### config.mk
export PLATFORM = sky130hd
export DESIGN_NAME = dbesb_event_status_bank
export DESIGN_NICKNAME = d
export VERILOG_FILES = /design/src/logic/dbesb_pkg.sv /design/src/logic/dbesb_event_status_bank.sv
export SDC_FILE = /design/constraint.sdc
export NUM_CORES = 1
export LEC_CHECK = 0
export ABC_CLOCK_PERIOD_IN_PS = 2000
export BUFFER_PORTS_ARGS = -buffer_cell sky130_fd_sc_hd__buf_2
export CORE_ASPECT_RATIO = 2
export CORE_UTILIZATION = 50
export DETAILED_ROUTE_END_ITERATION = 8
export PLACE_DENSITY_LB_ADDON = 0.08
export SLEW_MARGIN = 30
export SYNTH_ARGS = -nofsm -noshare
export SYNTH_HDL_FRONTEND = slang
export SYNTH_SLANG_ARGS = --single-unit
### constraint.sdc
create_clock -name core_clk_i -period 2 [get_ports core_clk_i]
set_input_delay 0.2 -clock core_clk_i [delete_from_list [all_inputs] [get_ports core_clk_i]]
set_output_delay 0.2 -clock core_clk_i [all_outputs]
set_load 0.02 [all_outputs]
### src/logic/dbesb_pkg.sv
// Functional notes
// - Undervoltage on analog supply or software reset sets register-reset event latch bit 0.
// - That event disables both regulators, restores register defaults, then runs startup.
// - Power-good event per channel latches bit 6 (channel one) or bit 2 (zero).
// - Short latch bit 5/1 only after output below threshold over 1 ms.
// - Active current limit latches bit 4 (channel one) or bit 0 (channel zero).
// - Event latches hold until host writes one there; only addressed bits clear; reset zero.
// - Top status bit 7 follows the power-good output pin level.
// - Top status bit 4 reads zero while sync clock valid, one otherwise.
// - Top status bit 3 shows thermal shutdown live.
// - Top status bit 2 shows thermal warning comparator live.
// - Top status bit 1 shows input overvoltage live.
// - Channel status bits 7 and 3 show each regulator enabled.
// - Channel status bits 6 and 2 show raw output invalid, one meaning invalid.
// - Channel status bits 4 and 0 show raw current limit active.
// - Summary channel-event bit 5 at 0x19 clears itself when channel latches are all zero.
// - Writing one to command bit 0 resets registers and serial interface; bit self-clears.
package dbesb_pkg;

    // Register offsets
    localparam logic [7:0] RESET_CMD_OFFSET    = 8'h18;
    localparam logic [7:0] TOP_EVENT_ONE_OFF   = 8'h19;
    localparam logic [7:0] TOP_EVENT_TWO_OFF   = 8'h1a;
    localparam logic [7:0] CHAN_EVENT_OFFSET   = 8'h1b;
    localparam logic [7:0] TOP_STATUS_OFFSET   = 8'h1d;
    localparam logic [7:0] CHAN_STATUS_OFFSET  = 8'h1e;

    // Field positions
    localparam int SOFTWARE_RESET_COMMAND_BIT       = 0;
    localparam int REG_RESET_EVT_BIT  = 0;
    localparam int CHAN_SUMMARY_BIT   = 5;
    localparam int PG_PIN_BIT         = 7;
    localparam int SYNC_INVALID_BIT   = 4;
    localparam int THERM_SD_BIT       = 3;
    localparam int THERM_WARN_BIT     = 2;
    localparam int OVERVOLT_BIT       = 1;
    localparam int CH1_ENABLED_BIT    = 7;
    localparam int CH1_INVALID_BIT    = 6;
    localparam int CH1_SHORT_BIT      = 5;
    localparam int CH1_ILIM_BIT       = 4;
    localparam int CH0_ENABLED_BIT    = 3;
    localparam int CH0_INVALID_BIT    = 2;
    localparam int CH0_SHORT_BIT      = 1;
    localparam int CH0_ILIM_BIT       = 0;

    // Reset values
    localparam logic [7:0] EVENT_RESET_VALUE  = 8'h00;
    localparam logic [7:0] READ_UNMAPPED      = 8'h00;

    // Timing: short-circuit qualification time
    localparam int SHORT_TIME_US  = 1000;
    localparam int CLK_FREQ_KHZ   = 10000;
    localparam int SHORT_CYCLES   = (SHORT_TIME_US * CLK_FREQ_KHZ) / 1000;

    // Reset sequencer states
    typedef enum logic [1:0] {
        DBESB_RUN,
        DBESB_HOLD,
        DBESB_START
    } dbesb_rst_state_t;

endpackage : dbesb_pkg

### src/logic/dbesb_event_status_bank.sv
`timescale 1ns/100ps
module dbesb_event_status_bank #(
    parameter int SHORT_CYCLES = dbesb_pkg::SHORT_CYCLES
) (
    input  wire logic       core_clk_i,
    input  wire logic       resetn_i,
    input  wire logic [7:0] reg_addr_i,
    input  wire logic [7:0] reg_wdata_i,
    input  wire logic       reg_wr_i,
    input  wire logic       reg_rd_i,
    output logic      [7:0] reg_rdata_o,
    input  wire logic       analog_supply_uv_i,
    input  wire logic       power_good_output_i,
    input  wire logic       sync_clock_invalid_i,
    input  wire logic       thermal_shutdown_i,
    input  wire logic       thermal_warning_i,
    input  wire logic       input_overvoltage_i,
    input  wire logic [1:0] ch_enabled_i,
    input  wire logic [1:0] ch_output_invalid_i,
    input  wire logic [1:0] ch_current_limit_i,
    input  wire logic [1:0] ch_below_short_i,
    output logic            regulators_disable_o,
    output logic            register_reset_o,
    output logic            serial_if_reset_o,
    output logic            startup_request_o
);

    localparam int NSYNC = 14;
    localparam int CW    = $clog2(SHORT_CYCLES + 2);

    // Address match shared by read and write decode
    function automatic logic addr_is(input logic [7:0] addr, input logic [7:0] off);
        addr_is = (addr == off);
    endfunction : addr_is

    logic [NSYNC-1:0]                  sync1_q;
    logic [NSYNC-1:0]                  sync2_q;
    logic                              uv_s;
    logic                              pg_pin_s;
    logic                              sync_inv_s;
    logic                              tsd_s;
    logic                              twarn_s;
    logic                              ovp_s;
    logic [1:0]                        en_s;
    logic [1:0]                        inv_s;
    logic [1:0]                        ilim_s;
    logic [1:0]                        below_s;
    logic [1:0]                        inv_prev_q;
    logic [1:0]                        pg_evt;
    logic [1:0]                        short_evt;
    logic [1:0][CW-1:0]                short_cnt_q;
    logic [7:0]                        chan_evt_q;
    logic [7:0]                        chan_set;
    logic [7:0]                        chan_clr;
    logic                              reg_reset_evt_q;
    logic                              software_reset_command_req;
    logic                              top_two_clr;
    dbesb_pkg::dbesb_rst_state_t       state_q;
    dbesb_pkg::dbesb_rst_state_t       state_d;
    logic [7:0]                        top_one_val;
    logic [7:0]                        top_stat_val;
    logic [7:0]                        chan_stat_val;
    logic [7:0]                        read_val;
    logic [7:0]                        rdata_q;

    // Two-flop synchronisers for all analog and pin levels
    always_ff @(posedge core_clk_i or negedge resetn_i) begin
        if (!resetn_i) begin
            sync1_q <= '0;
            sync2_q <= '0;
        end else begin
            sync1_q <= {ch_below_short_i, ch_current_limit_i, ch_output_invalid_i, ch_enabled_i,
                        input_overvoltage_i, thermal_warning_i, thermal_shutdown_i,
                        sync_clock_invalid_i, power_good_output_i, analog_supply_uv_i};
            sync2_q <= sync1_q;
        end
    end

    assign uv_s       = sync2_q[0];
    assign pg_pin_s   = sync2_q[1];
    assign sync_inv_s = sync2_q[2];
    assign tsd_s      = sync2_q[3];
    assign twarn_s    = sync2_q[4];
    assign ovp_s      = sync2_q[5];
    assign en_s       = sync2_q[7:6];
    assign inv_s      = sync2_q[9:8];
    assign ilim_s     = sync2_q[11:10];
    assign below_s    = sync2_q[13:12];

    // Previous validity level, to see power-good transitions
    always_ff @(posedge core_clk_i or negedge resetn_i) begin
        if (!resetn_i) begin
            inv_prev_q <= '0;
        end else begin
            inv_prev_q <= inv_s;
        end
    end

    // Per-channel event detection
    for (genvar ch = 0; ch < 2; ch++) begin : g_chan
        assign pg_evt[ch]    = inv_s[ch] ^ inv_prev_q[ch];
        assign short_evt[ch] = below_s[ch] && (short_cnt_q[ch] == CW'(SHORT_CYCLES));

        // Counts consecutive cycles below the short threshold, saturating
        always_ff @(posedge core_clk_i or negedge resetn_i) begin
            if (!resetn_i) begin
                short_cnt_q[ch] <= '0;
            end else if (!below_s[ch]) begin
                short_cnt_q[ch] <= '0;
            end else if (short_cnt_q[ch] <= CW'(SHORT_CYCLES)) begin
                short_cnt_q[ch] <= short_cnt_q[ch] + CW'(1);
            end
        end
    end

    // Host write decode; only writes with data bit set clear anything
    assign software_reset_command_req = reg_wr_i && addr_is(reg_addr_i, dbesb_pkg::RESET_CMD_OFFSET)
                          && reg_wdata_i[dbesb_pkg::SOFTWARE_RESET_COMMAND_BIT];
    assign top_two_clr  = reg_wr_i && addr_is(reg_addr_i, dbesb_pkg::TOP_EVENT_TWO_OFF)
                          && reg_wdata_i[dbesb_pkg::REG_RESET_EVT_BIT];

    // Set and clear vectors of the channel event latches
    always_comb begin
        chan_set = '0;
        chan_set[dbesb_pkg::CH1_INVALID_BIT] = pg_evt[1];
        chan_set[dbesb_pkg::CH0_INVALID_BIT] = pg_evt[0];
        chan_set[dbesb_pkg::CH1_SHORT_BIT]   = short_evt[1];
        chan_set[dbesb_pkg::CH0_SHORT_BIT]   = short_evt[0];
        chan_set[dbesb_pkg::CH1_ILIM_BIT]    = ilim_s[1];
        chan_set[dbesb_pkg::CH0_ILIM_BIT]    = ilim_s[0];
        chan_clr = '0;
        if (reg_wr_i && addr_is(reg_addr_i, dbesb_pkg::CHAN_EVENT_OFFSET)) begin
            chan_clr = reg_wdata_i & 8'h77;
        end
    end

    // Reset sequencer: hold while undervoltage persists, then request startup
    always_comb begin
        state_d = state_q;
        unique case (state_q)
            dbesb_pkg::DBESB_RUN: begin
                if (uv_s || software_reset_command_req) begin
                    state_d = dbesb_pkg::DBESB_HOLD;
                end
            end
            dbesb_pkg::DBESB_HOLD: begin
                if (!uv_s) begin
                    state_d = dbesb_pkg::DBESB_START;
                end
            end
            dbesb_pkg::DBESB_START: begin
                state_d = dbesb_pkg::DBESB_RUN;
            end
            default: begin
                state_d = dbesb_pkg::DBESB_RUN;
            end
        endcase
    end

    always_ff @(posedge core_clk_i or negedge resetn_i) begin
        if (!resetn_i) begin
            state_q <= dbesb_pkg::DBESB_RUN;
        end else begin
            state_q <= state_d;
        end
    end

    // Sequencer outputs to the rest of the device
    assign regulators_disable_o = (state_q == dbesb_pkg::DBESB_HOLD);
    assign register_reset_o     = (state_q == dbesb_pkg::DBESB_HOLD);
    assign serial_if_reset_o    = (state_q == dbesb_pkg::DBESB_HOLD);
    assign startup_request_o    = (state_q == dbesb_pkg::DBESB_START);

    // Channel event latches; set beats clear, register reset wipes them
    always_ff @(posedge core_clk_i or negedge resetn_i) begin
        if (!resetn_i) begin
            chan_evt_q <= dbesb_pkg::EVENT_RESET_VALUE;
        end else if (state_q == dbesb_pkg::DBESB_HOLD) begin
            chan_evt_q <= dbesb_pkg::EVENT_RESET_VALUE;
        end else begin
            chan_evt_q <= (chan_evt_q & ~chan_clr) | chan_set;
        end
    end

    // Register-reset event latch, set once defaults are restored
    always_ff @(posedge core_clk_i or negedge resetn_i) begin
        if (!resetn_i) begin
            reg_reset_evt_q <= 1'b0;
        end else if (state_q == dbesb_pkg::DBESB_HOLD) begin
            reg_reset_evt_q <= 1'b0;
        end else if (state_q == dbesb_pkg::DBESB_START) begin
            reg_reset_evt_q <= 1'b1;
        end else if (top_two_clr) begin
            reg_reset_evt_q <= 1'b0;
        end
    end

    // Readback values built from live and latched state
    always_comb begin
        top_one_val = '0;
        top_one_val[dbesb_pkg::CHAN_SUMMARY_BIT] = |chan_evt_q;
        top_stat_val = '0;
        top_stat_val[dbesb_pkg::PG_PIN_BIT]       = pg_pin_s;
        top_stat_val[dbesb_pkg::SYNC_INVALID_BIT] = sync_inv_s;
        top_stat_val[dbesb_pkg::THERM_SD_BIT]     = tsd_s;
        top_stat_val[dbesb_pkg::THERM_WARN_BIT]   = twarn_s;
        top_stat_val[dbesb_pkg::OVERVOLT_BIT]     = ovp_s;
        chan_stat_val = '0;
        chan_stat_val[dbesb_pkg::CH1_ENABLED_BIT] = en_s[1];
        chan_stat_val[dbesb_pkg::CH0_ENABLED_BIT] = en_s[0];
        chan_stat_val[dbesb_pkg::CH1_INVALID_BIT] = inv_s[1];
        chan_stat_val[dbesb_pkg::CH0_INVALID_BIT] = inv_s[0];
        chan_stat_val[dbesb_pkg::CH1_ILIM_BIT]    = ilim_s[1];
        chan_stat_val[dbesb_pkg::CH0_ILIM_BIT]    = ilim_s[0];
    end

    // Read multiplexer; command register always reads back cleared
    always_comb begin
        read_val = dbesb_pkg::READ_UNMAPPED;
        if (addr_is(reg_addr_i, dbesb_pkg::TOP_EVENT_ONE_OFF)) begin
            read_val = top_one_val;
        end else if (addr_is(reg_addr_i, dbesb_pkg::TOP_EVENT_TWO_OFF)) begin
            read_val = {7'h00, reg_reset_evt_q};
        end else if (addr_is(reg_addr_i, dbesb_pkg::CHAN_EVENT_OFFSET)) begin
            read_val = chan_evt_q;
        end else if (addr_is(reg_addr_i, dbesb_pkg::TOP_STATUS_OFFSET)) begin
            read_val = top_stat_val;
        end else if (addr_is(reg_addr_i, dbesb_pkg::CHAN_STATUS_OFFSET)) begin
            read_val = chan_stat_val;
        end
    end

    // Read data register; reads touch nothing else
    always_ff @(posedge core_clk_i or negedge resetn_i) begin
        if (!resetn_i) begin
            rdata_q <= '0;
        end else if (reg_rd_i) begin
            rdata_q <= read_val;
        end
    end

    assign reg_rdata_o = rdata_q;

endmodule : dbesb_event_status_bank

==> flow_metrics.tcl <==
set metrics [dict create \
    holdPathStages 3 \
    dr.pass1.iters 4 \
    die_w_um 61.57 \
    min_to "reg_rdata_o[5]$_DFFE_PN0P_" \
    crit_path_end_kind "flop" \
    ys_seq_area_share_pct 52.89 \
    cts_made_buffers 9 \
    final-setup-viol-count 0 \
    groute.usage.overall_pct 22.68 \
    cp.required_ps 2260 \
    via_per_inst 5.565 \
    holdCritStartpoint "reg_addr_i[0]" \
    path_class "reg2reg" \
    drtIter0Drc 113 \
    synth_warnings 0 \
    syn_to_final_growth_pct 22.11 \
    finalCritPeriodShare_pct 95.64 \
    synth_area_leaders "dfrtp_1 (53%), a21oi_1 (3.7%), mux2i_1 (3.1%)" \
    rsz0062_at_grt "false" \
    clockRootBuffer "clkbuf_16" \
    grt_max_degree 40 \
    fin_setup_tns_ps 0 \
    period_minus_slack_ps 1913 \
    irDropWorstVdd_uv 616.4 \
    hpwl_um 5151 \
    cts_num_sinks 75 \
    antenna_cells 0 \
    hold_class "in2reg" \
    initial_core_util_pct 51.53 \
    p_per_area_mw_per_mm2 864.0 \
    netlist_area_mm2 0.003548 \
    post_drt_wl_per_cell_um 14.68 \
    synth_cells 334 \
    ys_types 47 \
    ant_nets 0 \
    placementRows 43 \
    h-tree-depth 3 \
    dieArea_mm2 0.007458 \
    hold_viol 0 \
    synth_ff_type "dfrtp_1" \
    grt_overflow 0 \
    tightest_slew_ps 574.2 \
    slew_violations 0 \
    antenna_found_initial 0 \
    leakage_nw 1.932 \
    drive_gt1_share_pct 19.55 \
    clock_skew_ps 4.823 \
    fin_nets 441 \
    die_h_um 121.1 \
    num-fill-cells 629 \
    maxCapViolCount 0 \
    grt_pass1_wl_um 12210 \
    cts_buffer_depth 2 \
    syn_avg_cell_area_um2 10.62 \
    start_kind "flop" \
    synth_top_area_cell "dfrtp_1" \
    io_buffers 43 \
    critPathMaxFanout 15 \
    ioPinCount 46 \
    wl_um 7254 \
    r2r_slack_ps 90 \
    insertion_delay_ps 340 \
    vias 2749 \
    netlist.area_leader.share_pct 52.89 \
    ys_ff_latch 75 \
    synth_common_cells "dfrtp_1 (75), a21oi_1 (26), nand2_1 (22)" \
    relSlewSlack_pct 61.60 \
    r2r_end "short_cnt_q[7]$_DFFE_PN0P_" \
    path_clk_slew_ps 60 \
    cts_tree "done" \
    status "completed" \
    synth_most_common_cell "dfrtp_1" \
    worst_r2r_path_depth 5 \
    fmax_ghz 0.5228 \
    drc 0 \
    synth_edf_count 0 \
    place_congestion 0.8314 \
    mappedNetlistNets 376 \
    grt_pass1_vias 2719 \
    coreArea_mm2 0.006887 \
    arrival_ps 2170 \
    synthArstFlopShare_pct 100.0 \
    fin_util_pct 62.92 \
    r2r-start "short_cnt_q[12]$_DFFE_PN0P_" \
]
==> final cells by class <==
| cell class | count | area (um^2) | area share [%] |
|---|---|---|---|
| sequential | 75 | 1878 | 43.34 |
| inverter | 20 | 75.07 | 1.733 |
| multi-input combinational | 222 | 1509 | 34.83 |
| clock buffer | 11 | 242.7 | 5.602 |
| clock inverter | 5 | 37.54 | 0.8663 |
| tap | 90 | 112.6 | 2.599 |
| timing repair buffer | 71 | 478.0 | 11.03 |
==> power by group <==
| group | leakage (nW) | internal (mW) | switching (mW) |
|---|---|---|---|
| Clock | 0.132 | 0.877 | 0.617 |
| Sequential | 0.955 | 1.63 | 0.0768 |
| Combinational | 0.845 | 0.233 | 0.311 |
| Total | 1.93 | 2.74 | 1.01 |
==> worst max path at each step <==
stage / start / endpoint / slack, ps / cells past startpoint
floorplan: short_cnt_q[17]$_DFFE_PN0P_ / short_cnt_q[23]$_DFFE_PN0P_ / 370 / 5
global placement: short_cnt_q[22]$_DFFE_PN0P_ / short_cnt_q[24]$_DFFE_PN0P_ / 50 / 4
detailed placement: short_cnt_q[22]$_DFFE_PN0P_ / short_cnt_q[24]$_DFFE_PN0P_ / 20 / 4
CTS: short_cnt_q[22]$_DFFE_PN0P_ / short_cnt_q[24]$_DFFE_PN0P_ / 7 / 4
global route: short_cnt_q[12]$_DFFE_PN0P_ / short_cnt_q[7]$_DFFE_PN0P_ / 7 / 5
finish: short_cnt_q[12]$_DFFE_PN0P_ / short_cnt_q[7]$_DFFE_PN0P_ / 90 / 5
==> what timing repair did <==
action | 4_1_cts | 5_1_grt
endpoints found under the setup margin | 0 | 12
endpoints found under the hold margin | 50 | 0
gates resized for setup | 0 | 2
hold buffers | 15 | 0
setup buffers | 0 | 0
==> flip-flops by register name, indices dropped and copies added (netlist names) <==
signal and cells:
sync1_q 14, reg_rdata_o 8, chan_evt_q 6, state_q 2, inv_prev_q 2, reg_reset_evt_q 1, sync2_q 14, short_cnt_q 28
==> layout by cell type, fill, tap and decap left out, types with 12 or more instances in the layout <==
master,instances
nand3_1,21
nand2_1,22
dlygate4sd3_1,15
a21oi_1,26
or4_1,12
nand4_1,13
inv_1,19
o21ai_0,15
buf_2,42
buf_4,13
dfrtp_1,74
o31ai_1,12
==> per-stage QoR <==
step	worst slack [ps]	area (um^2)	cells	hold WS, ps	power, mW
global route	7.177	4333	494	216.2	3.950
finish	87.28	4333	494	206.8	3.744
floorplan	365.0	3548	334	-95.59	2.079
detailed placement	21.14	3894	463	191.4	2.261
global placement	46.05	3894	463	184.8	2.235
CTS	7.236	4324	494	196.0	3.797
==> cell families after synthesis <==
| kind of cell | synth area share (%) |
|---|---|
| buf+inv | 4.795 |
| fa+ha+maj | 2.821 |
| xor+xnor | 0.4937 |
| mux | 3.738 |
| compound gates | 14.03 |
| simple gates | 21.23 |
| flops | 52.89 |
==> critical path, cell delays in order, from the launching register on <==
cell	delay [ps]
dfrtp_2	440
nor4_4	360
a211oi_2	150
buf_4	200
or4_1	520
a21oi_1	160
==> metal layers <==
metal	wire length (um)	vias to the layer above	share of wire (%)	GRT usage [%]
li1	-	1363	-	-
met1	2814	1315	39	24.29
met2	3977	53	55	38.71
met3	223	18	3.1	5.544
met4	239	0	3.3	12.50
met5	0	-	0	0
(Power assumes the default switching activity.)
